==> src/inc/dbe_pkg.sv <==
package dbe_pkg;

    // ************************************************************
    // Widths and instruction register codes
    // ************************************************************
    localparam int INSTR_W = 32;
    localparam int IR_W = 4;
    localparam logic [3:0] IR_INSERT = 4'hC;
    localparam logic [3:0] IR_RESTART = 4'h4;
    localparam logic [3:0] IR_BYPASS = 4'hF;
    localparam logic [3:0] IR_RESET = IR_BYPASS;
    localparam logic [31:0] SCAN_RESET = 32'h0000_0000;

    // ************************************************************
    // Serial port controller states, standard numbering
    // ************************************************************
    typedef enum logic [3:0] {
        TAP_RESET = 4'hF, TAP_IDLE = 4'hC, TAP_SEL_DR = 4'h7,
        TAP_CAP_DR = 4'h6, TAP_SHIFT_DR = 4'h2, TAP_EXIT1_DR = 4'h1,
        TAP_PAUSE_DR = 4'h3, TAP_EXIT2_DR = 4'h0, TAP_UPD_DR = 4'h5,
        TAP_SEL_IR = 4'h4, TAP_CAP_IR = 4'hE, TAP_SHIFT_IR = 4'hA,
        TAP_EXIT1_IR = 4'h9, TAP_PAUSE_IR = 4'hB, TAP_EXIT2_IR = 4'h8,
        TAP_UPD_IR = 4'hD
    } dbe_tap_t;

    // ************************************************************
    // Debug entry modes, Gray coded along run -> entry -> halted
    // ************************************************************
    typedef enum logic [2:0] {
        DBE_RUN = 3'b000, DBE_ENTRY = 3'b001, DBE_HALTED = 3'b011,
        DBE_WATCH_WAIT = 3'b100, DBE_REQ_WAIT = 3'b110
    } dbe_mode_t;

endpackage : dbe_pkg

==> src/inc/dbe_if.sv <==
`timescale 1ns/1ps

// ************************************************************
// Link between the core end and the system debug end
// ************************************************************
interface dbe_if;
    logic extInstrBreakReq;
    logic extDataWatchReq;
    logic extDebugRequest;
    logic debugStateAck;
    logic jtagTck;
    logic jtagTms;
    logic jtagTdi;
    logic jtagTdo;

    modport core (input extInstrBreakReq, input extDataWatchReq,
        input extDebugRequest, output debugStateAck, input jtagTck,
        input jtagTms, input jtagTdi, output jtagTdo);
    modport sys (output extInstrBreakReq, output extDataWatchReq,
        output extDebugRequest, input debugStateAck, output jtagTck,
        output jtagTms, output jtagTdi, input jtagTdo);
endinterface : dbe_if

==> src/rtl/dbe_core_end.sv <==
`timescale 1ns/1ps

module dbe_core_end
(
    input wire logic clk,
    input wire logic rst_b,
    dbe_if.core link,
    input wire logic fetchStrobe,
    input wire logic [dbe_pkg::INSTR_W-1:0] fetchInstr,
    input wire logic fetchAbort,
    input wire logic intBreak,
    input wire logic dataAccess,
    input wire logic intWatch,
    input wire logic pipeAdvance,
    input wire logic memBusy,
    input wire logic memWriteIn,
    input wire logic irqIn,
    input wire logic abortIn,
    output logic [dbe_pkg::INSTR_W-1:0] execInstr,
    output logic execCommit,
    output logic memWriteOut,
    output logic issueStall,
    output logic instrIntCycle,
    output logic dataIntCycle,
    output logic irqAccept,
    output logic abortAccept,
    output logic insertValid,
    output logic [dbe_pkg::INSTR_W-1:0] insertInstr,
    output logic debugState
);
    import dbe_pkg::*;

    // ************************************************************
    // Pipeline capture
    // ************************************************************
    logic [INSTR_W-1:0] decInstr_reg;
    logic decValid_reg;
    logic decFresh_reg;
    logic decAbort_reg;
    logic decBrk_reg;
    logic [INSTR_W-1:0] execInstr_reg;
    logic execValid_reg;
    logic execBrk_reg;
    logic execCommit_reg;
    logic memWrite_reg;
    dbe_mode_t mode_reg, mode_next;
    logic watchPend_reg;
    logic reqMeta_reg, reqSync_reg;
    logic ack_reg;
    logic instrInt_reg, dataInt_reg, irqAcc_reg, abortAcc_reg;
    logic stall_reg;

    // Breakpoint sources merged before control sees them
    wire brkIn = link.extInstrBreakReq | intBreak;
    wire running = (mode_reg == DBE_RUN);
    wire halted = (mode_reg == DBE_HALTED);
    wire watchIn = dataAccess & (link.extDataWatchReq | intWatch);
    wire execHit = execValid_reg & execBrk_reg;
    wire doAdvance = pipeAdvance & running;
    wire execDone = execValid_reg & pipeAdvance;

    // Fetch latch at the cycle edge closing the second phase; the
    // breakpoint is sampled one edge later, giving comparators a phase
    always_ff @(posedge clk)
    begin
        if (!rst_b)
        begin
            decInstr_reg <= 32'h0000_0000;
            decValid_reg <= 1'b0;
            decFresh_reg <= 1'b0;
            decAbort_reg <= 1'b0;
            decBrk_reg <= 1'b0;
        end
        else if (fetchStrobe && running)
        begin
            decInstr_reg <= fetchInstr;
            decValid_reg <= 1'b1;
            decFresh_reg <= 1'b1;
            decAbort_reg <= fetchAbort;
            decBrk_reg <= 1'b0;
        end
        else
        begin
            decFresh_reg <= 1'b0;
            if (doAdvance)
                decValid_reg <= 1'b0;
            // Prefetch abort wins: a bad fetch cannot be trusted
            if (decFresh_reg)
                decBrk_reg <= brkIn & ~decAbort_reg;
        end
    end

    // Execute stage; breakpointed instruction enters but never commits
    always_ff @(posedge clk)
    begin
        if (!rst_b)
        begin
            execInstr_reg <= 32'h0000_0000;
            execValid_reg <= 1'b0;
            execBrk_reg <= 1'b0;
            execCommit_reg <= 1'b0;
        end
        else if (doAdvance)
        begin
            execInstr_reg <= decInstr_reg;
            execValid_reg <= decValid_reg;
            execBrk_reg <= decBrk_reg;
            execCommit_reg <= decValid_reg & ~decBrk_reg;
        end
        else
        begin
            execCommit_reg <= 1'b0;
            if (pipeAdvance || !running)
                execValid_reg <= 1'b0;
        end
    end

    // Older writes drain regardless of entry, so memory stays coherent
    always_ff @(posedge clk)
    begin
        if (!rst_b)
            memWrite_reg <= 1'b0;
        else
            memWrite_reg <= memWriteIn;
    end

    // ************************************************************
    // Entry sequencing
    // ************************************************************

    // Request is retimed twice; the first stage feeds only the second
    always_ff @(posedge clk)
    begin
        if (!rst_b)
        begin
            reqMeta_reg <= 1'b0;
            reqSync_reg <= 1'b0;
        end
        else
        begin
            reqMeta_reg <= link.extDebugRequest;
            reqSync_reg <= reqMeta_reg;
        end
    end

    // Watch hit is sticky until entry; hits outside run mode are dropped
    always_ff @(posedge clk)
    begin
        if (!rst_b)
            watchPend_reg <= 1'b0;
        else if (watchIn && running)
            watchPend_reg <= 1'b1;
        else if (mode_reg == DBE_ENTRY)
            watchPend_reg <= 1'b0;
    end

    wire restartGo;

    // Breakpoint first, then watchpoint, then request
    always_comb
    begin
        mode_next = mode_reg;
        case (mode_reg)
            DBE_RUN:
                if (execHit)
                    mode_next = DBE_ENTRY;
                else if (watchPend_reg || watchIn)
                    mode_next = DBE_WATCH_WAIT;
                else if (reqSync_reg)
                    mode_next = DBE_REQ_WAIT;
            DBE_WATCH_WAIT:
                // Imprecise: the following instruction finishes first
                if (execDone || !execValid_reg)
                    mode_next = DBE_ENTRY;
            DBE_REQ_WAIT:
                if (!execValid_reg && !memBusy)
                    mode_next = DBE_ENTRY;
            DBE_ENTRY:
                mode_next = DBE_HALTED;
            DBE_HALTED:
                if (restartGo)
                    mode_next = DBE_RUN;
            default:
                mode_next = DBE_RUN;
        endcase
    end

    // Status outputs change on the same edge as the mode, from flops
    always_ff @(posedge clk)
    begin
        if (!rst_b)
        begin
            mode_reg <= DBE_RUN;
            ack_reg <= 1'b0;
            instrInt_reg <= 1'b0;
            dataInt_reg <= 1'b0;
            irqAcc_reg <= 1'b0;
            abortAcc_reg <= 1'b0;
            stall_reg <= 1'b0;
        end
        else
        begin
            mode_reg <= mode_next;
            ack_reg <= (mode_next == DBE_HALTED);
            instrInt_reg <= (mode_next == DBE_HALTED);
            dataInt_reg <= (mode_next == DBE_HALTED);
            // Halted core must not be steered by the running system
            irqAcc_reg <= irqIn & (mode_next == DBE_RUN);
            abortAcc_reg <= abortIn & (mode_next != DBE_HALTED);
            stall_reg <= (mode_next != DBE_RUN);
        end
    end

    // ************************************************************
    // Serial port
    // ************************************************************
    dbe_tap_t tap_reg, tap_next;
    logic tckPrev_reg;
    logic [IR_W-1:0] irShift_reg, ir_reg;
    logic [INSTR_W-1:0] drShift_reg;
    logic insValid_reg;
    logic [INSTR_W-1:0] insInstr_reg;
    logic tdo_reg;

    wire tckRise = link.jtagTck & ~tckPrev_reg;
    wire tms = link.jtagTms;

    // Standard controller transitions
    always_comb
    begin
        case (tap_reg)
            TAP_RESET: tap_next = tms ? TAP_RESET : TAP_IDLE;
            TAP_IDLE: tap_next = tms ? TAP_SEL_DR : TAP_IDLE;
            TAP_SEL_DR: tap_next = tms ? TAP_SEL_IR : TAP_CAP_DR;
            TAP_CAP_DR: tap_next = tms ? TAP_EXIT1_DR : TAP_SHIFT_DR;
            TAP_SHIFT_DR: tap_next = tms ? TAP_EXIT1_DR : TAP_SHIFT_DR;
            TAP_EXIT1_DR: tap_next = tms ? TAP_UPD_DR : TAP_PAUSE_DR;
            TAP_PAUSE_DR: tap_next = tms ? TAP_EXIT2_DR : TAP_PAUSE_DR;
            TAP_EXIT2_DR: tap_next = tms ? TAP_UPD_DR : TAP_SHIFT_DR;
            TAP_UPD_DR: tap_next = tms ? TAP_SEL_DR : TAP_IDLE;
            TAP_SEL_IR: tap_next = tms ? TAP_RESET : TAP_CAP_IR;
            TAP_CAP_IR: tap_next = tms ? TAP_EXIT1_IR : TAP_SHIFT_IR;
            TAP_SHIFT_IR: tap_next = tms ? TAP_EXIT1_IR : TAP_SHIFT_IR;
            TAP_EXIT1_IR: tap_next = tms ? TAP_UPD_IR : TAP_PAUSE_IR;
            TAP_PAUSE_IR: tap_next = tms ? TAP_EXIT2_IR : TAP_PAUSE_IR;
            TAP_EXIT2_IR: tap_next = tms ? TAP_UPD_IR : TAP_SHIFT_IR;
            TAP_UPD_IR: tap_next = tms ? TAP_SEL_DR : TAP_IDLE;
            default: tap_next = TAP_RESET;
        endcase
    end

    // The code register loads as update-IR is left; look through to the
    // new code, or a restart scanned in only takes effect one scan later
    wire [IR_W-1:0] irNow = (tap_reg == TAP_UPD_IR) ? irShift_reg : ir_reg;

    // Restart is taken on entry to idle with the restart code loaded
    assign restartGo = tckRise & (irNow == IR_RESTART) &
        (tap_next == TAP_IDLE) & (tap_reg != TAP_IDLE);
    wire insertGo = tckRise & (tap_reg == TAP_UPD_DR) &
        (ir_reg == IR_INSERT) & halted;

    // Controller, shifters and insertion, stepped on test clock rises
    always_ff @(posedge clk)
    begin
        if (!rst_b)
        begin
            tckPrev_reg <= 1'b0;
            tap_reg <= TAP_RESET;
            irShift_reg <= IR_RESET;
            ir_reg <= IR_RESET;
            drShift_reg <= SCAN_RESET;
            insValid_reg <= 1'b0;
            insInstr_reg <= SCAN_RESET;
            tdo_reg <= 1'b0;
        end
        else
        begin
            tckPrev_reg <= link.jtagTck;
            insValid_reg <= insertGo;
            if (insertGo)
                insInstr_reg <= drShift_reg;
            if (tckRise)
            begin
                tap_reg <= tap_next;
                case (tap_reg)
                    TAP_RESET: ir_reg <= IR_RESET;
                    TAP_CAP_IR: irShift_reg <= IR_RESET;
                    TAP_SHIFT_IR:
                    begin
                        tdo_reg <= irShift_reg[0];
                        irShift_reg <= {link.jtagTdi, irShift_reg[IR_W-1:1]};
                    end
                    TAP_UPD_IR: ir_reg <= irShift_reg;
                    TAP_SHIFT_DR:
                    begin
                        tdo_reg <= drShift_reg[0];
                        drShift_reg <= {link.jtagTdi,
                            drShift_reg[INSTR_W-1:1]};
                    end
                    default: tdo_reg <= tdo_reg;
                endcase
            end
        end
    end

    // ************************************************************
    // Outputs
    // ************************************************************
    assign link.debugStateAck = ack_reg;
    assign link.jtagTdo = tdo_reg;
    assign execInstr = execInstr_reg;
    assign execCommit = execCommit_reg;
    assign memWriteOut = memWrite_reg;
    assign issueStall = stall_reg;
    assign instrIntCycle = instrInt_reg;
    assign dataIntCycle = dataInt_reg;
    assign irqAccept = irqAcc_reg;
    assign abortAccept = abortAcc_reg;
    assign insertValid = insValid_reg;
    assign insertInstr = insInstr_reg;
    assign debugState = ack_reg;

endmodule : dbe_core_end

==> src/flat_wrapper.sv <==
// flat-port wrapper written by rule: the top's interface ports become plain ports
module dbe_core_end_flat import dbe_pkg::*;
  (clk, rst_b, fetchStrobe, fetchInstr, fetchAbort, intBreak, dataAccess, intWatch, pipeAdvance, memBusy, memWriteIn, irqIn, abortIn, execInstr, execCommit, memWriteOut, issueStall, instrIntCycle, dataIntCycle, irqAccept, abortAccept, insertValid, insertInstr, debugState, link_extInstrBreakReq, link_extDataWatchReq, link_extDebugRequest, link_debugStateAck, link_jtagTck, link_jtagTms, link_jtagTdi, link_jtagTdo);
  dbe_if link_i ();
  input wire logic clk;
  input wire logic rst_b;
  input wire logic fetchStrobe;
  input wire logic [dbe_pkg::INSTR_W-1:0] fetchInstr;
  input wire logic fetchAbort;
  input wire logic intBreak;
  input wire logic dataAccess;
  input wire logic intWatch;
  input wire logic pipeAdvance;
  input wire logic memBusy;
  input wire logic memWriteIn;
  input wire logic irqIn;
  input wire logic abortIn;
  output logic [dbe_pkg::INSTR_W-1:0] execInstr;
  output logic execCommit;
  output logic memWriteOut;
  output logic issueStall;
  output logic instrIntCycle;
  output logic dataIntCycle;
  output logic irqAccept;
  output logic abortAccept;
  output logic insertValid;
  output logic [dbe_pkg::INSTR_W-1:0] insertInstr;
  output logic debugState;
  input wire logic [$bits(link_i.extInstrBreakReq)-1:0] link_extInstrBreakReq;
  input wire logic [$bits(link_i.extDataWatchReq)-1:0] link_extDataWatchReq;
  input wire logic [$bits(link_i.extDebugRequest)-1:0] link_extDebugRequest;
  output wire logic [$bits(link_i.debugStateAck)-1:0] link_debugStateAck;
  input wire logic [$bits(link_i.jtagTck)-1:0] link_jtagTck;
  input wire logic [$bits(link_i.jtagTms)-1:0] link_jtagTms;
  input wire logic [$bits(link_i.jtagTdi)-1:0] link_jtagTdi;
  output wire logic [$bits(link_i.jtagTdo)-1:0] link_jtagTdo;
  assign link_i.extInstrBreakReq = link_extInstrBreakReq;
  assign link_i.extDataWatchReq = link_extDataWatchReq;
  assign link_i.extDebugRequest = link_extDebugRequest;
  assign link_debugStateAck = link_i.debugStateAck;
  assign link_i.jtagTck = link_jtagTck;
  assign link_i.jtagTms = link_jtagTms;
  assign link_i.jtagTdi = link_jtagTdi;
  assign link_jtagTdo = link_i.jtagTdo;
  dbe_core_end u_core (.clk(clk), .rst_b(rst_b), .link(link_i), .fetchStrobe(fetchStrobe), .fetchInstr(fetchInstr), .fetchAbort(fetchAbort), .intBreak(intBreak), .dataAccess(dataAccess), .intWatch(intWatch), .pipeAdvance(pipeAdvance), .memBusy(memBusy), .memWriteIn(memWriteIn), .irqIn(irqIn), .abortIn(abortIn), .execInstr(execInstr), .execCommit(execCommit), .memWriteOut(memWriteOut), .issueStall(issueStall), .instrIntCycle(instrIntCycle), .dataIntCycle(dataIntCycle), .irqAccept(irqAccept), .abortAccept(abortAccept), .insertValid(insertValid), .insertInstr(insertInstr), .debugState(debugState));
endmodule
==> config.mk <==
export PLATFORM = sky130hd
export DESIGN_NAME = dbe_core_end_flat
export DESIGN_NICKNAME = d
export VERILOG_FILES = /design/src/inc/dbe_pkg.sv /design/src/inc/dbe_if.sv /design/src/rtl/dbe_core_end.sv /design/src/flat_wrapper.sv
export SDC_FILE = /design/constraint.sdc
export NUM_CORES = 1
export LEC_CHECK = 0
export BUFFER_PORTS_ARGS = -buffer_cell sky130_fd_sc_hd__buf_2
export CAP_MARGIN = 20
export CORE_MARGIN = 4
export CORE_UTILIZATION = 35
export DETAILED_ROUTE_END_ITERATION = 16
export SETUP_SLACK_MARGIN = 0.02
export SLEW_MARGIN = 5
export SYNTH_ARGS = -nofsm -noshare
export SYNTH_HDL_FRONTEND = slang
export SYNTH_SLANG_ARGS = --single-unit
==> constraint.sdc <==
create_clock -name clk -period 2.8 [get_ports clk]
set_input_delay 0.56 -clock clk [delete_from_list [all_inputs] [get_ports clk]]
set_output_delay 0.56 -clock clk [all_outputs]
set_load 0.02 [all_outputs]
Word level (Yosys, flattened, before mapping). Index checks and enable logic that the tools add are counted.

Equal/unequal tests: 25. Muxes and demuxes: 31. Bitwise gates (word level): 21. Reduce and logical (&&, ||, !) cells: 28.

Operators by type and width (number): $pmux W4 S12 (1); $eq A4 B4 Y1 const B (10); $mux W3 (10); $eq A4 B3 Y1 const B (5); $pmux W4 S2 (2); $and A1 B1 Y1 (15); $pmux W3 S5 (1); $mux W2 (6); $reduce_bool A2 Y1 (6); $reduce_and A2 Y1 (5); $eq A4 B2 Y1 const B (2); $mux W1 (8); $mux W4 (2); $eq A3 B2 Y1 const B (2); $eq A3 B3 Y1 const B (2); $logic_not A3 Y1 (2); $reduce_or A2 Y1 (3); $eq A4 B1 Y1 const B (1); $logic_not A4 Y1 (1); $ne A4 B4 Y1 const B (1); $not A1 Y1 (4); $eq A3 B1 Y1 const B (1); $logic_and A1 B1 Y1 (3); $logic_not A1 Y1 (3); other kinds (6) (9).

Register bits after elaboration: 161. Bits of input ports: 50. Output and inout port bits: 75.

Longest topological paths before layout. Gate-level depths: netlist (run 1).

Depth after elaboration: 10. Mapped depth: 8.

Worst setup path before layout (run 1). OpenSTA, ideal clock, no wires.

Kind: in2reg. Start: input port link_jtagTms. End: register u_core.abortAcc_reg, in the netlist u_core.abortAccept. Arrival time: 1.588 ns. Data required time: 2.740 ns. Setup slack: 1.152 ns. Stages on the path: 6. Path buffers: 1. Cell sequence: buf_2 inv_1 a22o_1 a211oi_2 a41o_2 and3_1.

Longest elaborated chain between the ends: 9. Elaborated cells on any way between the ends: 20.

Ends and longest elaborated chain: start, declared (line flat_wrapper.sv:34) `input wire logic [$bits(link_i.jtagTms)-1:0] link_jtagTms;`; $mux W4 (tied with other cells) (line dbe_core_end.sv:233, dbe_core_end.sv:240, dbe_core_end.sv:247); $pmux W4 S12 * (line dbe_core_end.sv:231) `case (tap_reg)`; $eq A4 B4 Y1 * (line dbe_core_end.sv:258) `(tap_next == TAP_IDLE) & (tap_reg != TAP_IDLE);`; $and A1 B1 Y1 * (line dbe_core_end.sv:257) `assign restartGo = tckRise & (irNow == IR_RESTART) &`; $and A1 B1 Y1 * (line dbe_core_end.sv:258); $mux W3 * (line dbe_core_end.sv:181) `if (restartGo)`; $pmux W3 S5 * (line dbe_core_end.sv:163) `case (mode_reg)`; $ne A3 B2 Y1 * (line dbe_core_end.sv:209) `abortAcc_reg <= abortIn & (mode_next != DBE_HALTED);`; $and A1 B1 Y1 * (line dbe_core_end.sv:209); end signal, assigned (line dbe_core_end.sv:209); end, declared (line dbe_core_end.sv:50) `logic instrInt_reg, dataInt_reg, irqAcc_reg, abortAcc_reg;`.

Every way passes the cells marked *; elsewhere a longest branch is shown, timed or not. A chain may end at the register's enable or synchronous reset.

Worst setup path in the final report (run 1).
Start: register u_core.tap_reg[3]. End: register u_core.insInstr_reg[25], in the netlist u_core.insertInstr[25].

Longest elaborated chain between the ends: 4.

Ends and longest elaborated chain: start, declared (line dbe_core_end.sv:217) `dbe_tap_t tap_reg, tap_next;`; start signal, assigned (line dbe_core_end.sv:284) `tap_reg <= tap_next;`; $eq A4 B3 Y1 (line dbe_core_end.sv:259) `wire insertGo = tckRise & (tap_reg == TAP_UPD_DR) &`; $and A1 B1 Y1 (2 in series) (line dbe_core_end.sv:259); $and A1 B1 Y1 (line dbe_core_end.sv:260) `(ir_reg == IR_INSERT) & halted;`; end signal, assigned (line dbe_core_end.sv:281) `insInstr_reg <= drShift_reg;`; end, declared (line dbe_core_end.sv:222) `logic [INSTR_W-1:0] insInstr_reg;`.

No other way between the ends.

==> out/summary.txt, run 1 <==
Syn nets = 714
Worst hold path type = input pin to register
Slowest-stage cell, CP = dfxtp_1
RSZ-0062 raised after global routing = no
Rel. slew slack = 63.2%
DR vias = 4,717
# setup viols final = 0
Gpl congestion = 0.805
Achievable Freq = 587 MHz
Status = finished, final reports clean
Initial antenna violation count = 0
Final Hold Viols = 0
FF+latch count, synth = 161
Gr usage total = 14.8%
Setup crit start kind = register
Clock Path Buffers = 2
# DRC = 0
Setup TNS = 0 ns
Pwr dens = 725 nW/um2
Crit end category = register
Starting Density = 35.9%
PortBufs = 124
Die Area = 18,500 um2
Vias per cell = 4.74
Layout Nets = 818
Layout Skew = 0.00682 ns
Routed Antenna Nets = 0
CP Data Required Time = 3.14 ns
Sequential element share of the synthesized area = 56.1%
Synth cell types = 46
Worst-path maximum fanout = 32
Switching power = 0.00121 W
Antenna Cells = 0
Slew Limit Fails = 0
Num CTS Buffers = 17
CORE AREA = 16,000 um2
Layout cells sized above 1 = 21.7%
Area grow syn2layout = 21.9%
Clk root buf = clkbuf_16
Chip height = 136 um
Final Util = 43.8%
Clock transition at path regs = 0.06 ns
Sw frac = 23.8%
CTS tree = done
TritonCTS Sinks = 161
Top cell type by total area after synthesis = dfxtp_1
Cells after Synth = 664
Largest net degree at the start of global routing = 106
Worst-Skew Late Latency = 0.42 ns
Area occupied by multi-input gates = 2230 um2
First-pass GRT wire length = 22,100 um
Clock network fraction of total power = 42.1%
Detailed Route Iter0 Violations = 222
Final WL = 13,300 um
Worst slew pin tran = 0.552 ns
WL/cell = 13.4 um
Cts repair resizes = 0
I/O pin cnt = 125
Fin crit share = 60.8%
DP Wirelength = 8360 um
Vias in the first global route = 4,510
Die width = 136 um
Crit path time final = 1.70 ns
Leakage power total = 2.82 nW
CP peak stage delay = 0.44 ns
Synth top area cells = dfxtp_1 56%, nand2_1 14%, a21oi_1 9.4%
TritonRoute pass-1 iters = 5
Flop pwr share = 48.7%
Setup bufs post-CTS = 0
Kind of critical path = register to register
Core Rows = 46
Count of flip-flops with a built-in enable after synthesis = 0
MaxCap Viol Count = 0
P_int = 0.00387 W
Crit path DAT = 2.04 ns
H-tree depth = 4
Area of the mapped netlist = 5750 um2
Synth warnings = 0
Gr ovfl total = 0
Yosys top cell area share = 56.1%
Fillers = 1,658
Mean Syn Cell Area = 8.65 um2
Top FF cell, synth = dfxtp_1
FFs w/ async S/R, synth = 0%
Max IR drop VDD = 0.000401 V
Register Area = 3220 um2
Cell chain of the critical path = nand2b_1 -> nor3_1 -> and3_1 -> buf_4 -> nand2_1 -> a21oi_1
Logic pwr share = 9.2%
Hold buffers post-CTS = 0
==> power by group through the flow <==
stage | Combinational, W | Clock, W | Sequential [W]
global route | 0.000521 | 0.00231 | 0.00248
CTS | 0.000475 | 0.00221 | 0.00247
finish | 0.000468 | 0.00214 | 0.00247
detailed placement | 0.000474 | 0 | 0.00252
global placement | 0.000471 | 0 | 0.00252
floorplan | 0.000308 | 0 | 0.00254
==> cell usage after synthesis (2+ instances only) <==
cell	count
nand2_1	215
dfxtp_1	161
a21oi_1	108
a22o_1	34
buf_2	21
clkbuf_1	18
nor2_1	17
buf_4	8
nor3_1	7
o21ai_0	7
and2_1	6
inv_1	5
nand2b_1	5
nand3_1	5
and3_1	4
o22ai_1	4
a211oi_1	3
buf_6	3
mux2i_1	3
nor3_2	2
nor3b_1	2
o211ai_1	2
==> metrics by stage <==
| step | cell area (um2) | hold slack [ns] | worst slack, ns | total power, W | std cells |
|---|---|---|---|---|---|
| final | 7000 | 0.349 | 1.10 | 0.00507 | 995 |
| after global routing | 7000 | 0.335 | 0.899 | 0.00531 | 995 |
| after CTS | 7000 | 0.328 | 1.09 | 0.00515 | 995 |
| after detailed placement | 6470 | 0.423 | 0.907 | 0.00299 | 965 |
| after global placement | 6470 | 0.414 | 0.962 | 0.00299 | 965 |
| after floorplan | 5750 | 0.412 | 1.15 | 0.00284 | 664 |
==> cells in the final DEF, fill, tap and decap left out, types with 2 or more instances in the layout <==
master	count
nand2_1	215
dfxtp_1	161
buf_2	124
a21oi_1	108
a22o_1	34
nor2_1	17
clkbuf_16	17
buf_4	10
nor3_1	7
o21ai_0	7
and2_1	6
clkbuf_1	6
nand2b_1	5
nand3_1	5
clkinv_2	5
inv_1	5
and3_1	4
o22ai_1	4
a211oi_1	3
mux2i_1	3
nor3b_1	2
nor3_2	2
o211ai_1	2
bufinv_16	2
==> final timing paths <==
kind,startpoint,to,slack [ns],depth (start not counted)
setup / recovery,u_core.tap_reg[3],u_core.insertInstr[25],1.10,6
hold / removal,fetchInstr[23],u_core.decInstr_reg[23],0.35,2
setup reg to reg,u_core.tap_reg[3],u_core.insertInstr[25],1.10,6
hold reg to reg,u_core.reqMeta_reg,u_core.reqSync_reg,0.43,1
==> critical path: cells and delay by family (launching register included) <==
| family | cells | cell delay [ns] |
|---|---|---|
| AO/OA/AOI/OAI | 1 | 0.15 |
| buffers and inverters | 1 | 0.33 |
| AND/OR/NAND/NOR | 4 | 0.69 |
| flip-flops | 1 | 0.44 |
==> per-layer routing <==
layer / global-route usage (%) / vias to the layer above / part of all wire (%)
met3: 6.33 / 10 / 7.6
met4: 4.14 / 0 / 0.96
met1: 19.0 / 2155 / 47
met5: 0 / - / 0
li1: - / 2432 / -
met2: 22.8 / 120 / 45
==> cell type report <==
type | instances | area share, %
clock buffer | 23 | 6.40
multi-input combinational | 447 | 31.9
tap | 216 | 3.86
clock inverter | 7 | 1.25
timing repair buffer | 135 | 10.2
inverter | 6 | 0.340
sequential | 161 | 46.0
==> kinds of logic after synthesis <==
| kind of cell | count (synthesis) | share of synthesized area (%) |
|---|---|---|
| AND/OR/NAND/NOR | 274 | 20.2 |
| AO/OA/AOI/OAI | 170 | 18.1 |
| flip-flops | 161 | 56.1 |
| buffers and inverters | 56 | 5.03 |
| multiplexers | 3 | 0.523 |
Power figures use the tool's default switching activity.
==> run 2, diff against run 1 <==
==> constraint.sdc (replaced) <==
create_clock -name clk -period 1.4 [get_ports clk]
set_input_delay 0.28 -clock clk [delete_from_list [all_inputs] [get_ports clk]]
set_output_delay 0.28 -clock clk [all_outputs]
set_load 0.02 [all_outputs]
==> run 2 against run 1 <==
Net effect:
- the flow now finishes with violations (negative setup slack)
- combinational power rose to 4.5 times the previous value
- worst setup slack got worse by 1.2 ns
- flip-flop and latch count did not move
- utilization rose by 13 points
- clock-buffer cell count decreased by 2
- final cell count is 8.2% higher
- largest power group unchanged
- highest routed layer is now met5
==> out/summary.txt, run 2 (synthesized netlist as in run 1, its figures left out) <==
Status = finished with violations
Failing checks = negative setup slack
Hold buffers post-CTS = 0
Design Power = 0.0118 W
Flop pwr share = 42.3%
Commonest non-fill, non-tap cell in the layout = dfxtp_1
Worst R2R Path Depth = 8
DP Cell Count = 1,004
Setup crit start kind = register
H-tree depth = 4
Achievable Freq = 654 MHz
Worst hold endpoint = u_core.decInstr_reg[0]
TritonRoute pass-1 iters = 4
Area grow syn2layout = 57.4%
DR vias = 5,288
Crit end category = register
Routed Antenna Nets = 0
Crit path time final = 1.53 ns
Worst-Skew Late Latency = 0.42 ns
Layout Skew = 0.00914 ns
Vias per cell = 4.91
Slew Limit Fails = 0
Origin of the critical flop-to-flop path = u_core.mode_reg[1]
Gr ovfl total = 0
Reg2reg setup slack = -0.13 ns
# setup viols final = 139
Hold path depth = 2
Gr usage total = 15.9%
Final Util = 56.5%
Final WL = 16,700 um
CP Data Required Time = 1.75 ns
Setup TNS = -11.70 ns
Kind of critical path = register to register
RSZ-0062 raised after global routing = yes
Pwr dens = 1310 nW/um2
Gpl congestion = 0.849
Detailed Route Iter0 Violations = 311
Sw frac = 26.4%
TritonCTS Sinks = 161
Logic pwr share = 17.9%
Clk root buf = clkbuf_16
Antenna Cells = 0
Leakage power total = 3.96 nW
Final hold slack = 0.0636 ns
Vias in the first global route = 4,803
Fillers = 1,397
Max IR drop VDD = 0.000883 V
Worst slew pin tran = 0.345 ns
Switching power = 0.00311 W
Final Hold Viols = 0
DP Wirelength = 9020 um
# DRC = 0
MaxCap Viol Count = 0
Crit path DAT = 1.88 ns
Fin crit share = 109%
Starting Density = 35.9%
Worst hold path type = input pin to register
PortBufs = 124
CORE AREA = 16,000 um2
Commonest non-fill, non-tap cells in the layout = 155 x dfxtp_1, 148 x nand2_1, 124 x buf_2, 54 x a21oi_1, 54 x a21oi_2
Clock transition at path regs = 0.07 ns
Core Rows = 46
Die Area = 18,500 um2
Layout Nets = 898
Chip height = 136 um
Layout cells sized above 1 = 47.6%
CTS tree = done
Largest net degree at the start of global routing = 53
WL/cell = 15.5 um
I/O pin cnt = 125
Rel. slew slack = 76.8%
P_int = 0.00870 W
Initial antenna violation count = 1
Reg-to-Reg End = u_core.execBrk_reg
Slack of the critical path = -0.128 ns
Clock Path Buffers = 2
First-pass GRT wire length = 23,600 um
Worst-path maximum fanout = 8
Num CTS Buffers = 17
Min-delay src = fetchInstr[0]
Die width = 136 um
Clock network fraction of total power = 39.8%
Non-filler cells in the finished layout = 1,077
run 2: cell count changes in the layout (fill, tap and decap cells not counted), sizes merged:
cell | before | now
inv | 5 | 7
buf | 135 | 206
bufinv | 2 | 3
clkinvlp | 1 | 3
clkbuf | 23 | 30
clkinv | 5 | 4
run 2: routing by layer:
metal / up-vias / routed length, um / GRT usage (%) / part of all wire [%]
met5: - / 12 / 0 / 0.072
met4: 2 / 296 / 5.54 / 1.8
met3: 27 / 1140 / 5.14 / 6.8
met2: 150 / 8120 / 25.6 / 49
met1: 2502 / 7120 / 20.1 / 43
li1: 2607 / - / - / -
run 2: power by group through the flow:
stage	Combinational (W)	Sequential, W	Clock (W)
floorplan	0.000622	0.00507	0
global placement	0.00117	0.00502	0
detailed placement	0.00117	0.00502	0
CTS	0.00149	0.00492	0.00478
global route	0.00224	0.00502	0.00499
finish	0.00212	0.00500	0.00470
run 2: critical path, cell delays in order (launching register included):
cell and delay [ns]:
dfxtp_4 0.36, buf_6 0.12, nor3_4 0.16, buf_6 0.13
and2_4 0.17, buf_6 0.14, clkbuf_16 0.20, nand2_4 0.05
a21oi_2 0.12
run 2: layout make-up:
class                   count  area (um2)  share of cell area [%]
flip-flops and latches    161        3240                    35.8
multi-input cells         447        3050                    33.7
repair buffers            215        1860                    20.6
clock buffers              21         440                    4.87
well taps                 216         270                    2.99
clock inverters            11         156                    1.73
inverters                   6        26.3                   0.291
run 2: per-stage QoR:
stage | worst slack [ns] | cell area [um2]
3_5_place_dp | -0.127 | 6910
4_1_cts | -0.0824 | 8050
6_report | -0.128 | 9040
3_3_place_gp | -0.107 | 6910
5_1_grt | -0.182 | 9040
2_1_floorplan | 0.00657 | 5770
run 2: worst max path at each step:
stage                        from                endpoint  slack (ns)  cells past startpoint
2_1_floorplan   u_core.tap_reg[0]      u_core.abortAccept       0.007                      6
3_3_place_gp    u_core.tap_reg[1]      u_core.abortAccept       -0.11                      5
3_5_place_dp   u_core.mode_reg[1]  u_core.insertInstr[10]       -0.13                      7
4_1_cts        u_core.tckPrev_reg   u_core.drShift_reg[9]       -0.08                      8
5_1_grt        u_core.tckPrev_reg  u_core.insertInstr[16]       -0.18                      7
6_report       u_core.mode_reg[1]      u_core.execBrk_reg       -0.13                      8
run 2: what timing repair did:
item	CTS	global route
pin swaps	27	101
buffers inserted	16	9
cloned	8	11
endpoints found under the setup margin	141	149
resized for setup	60	189
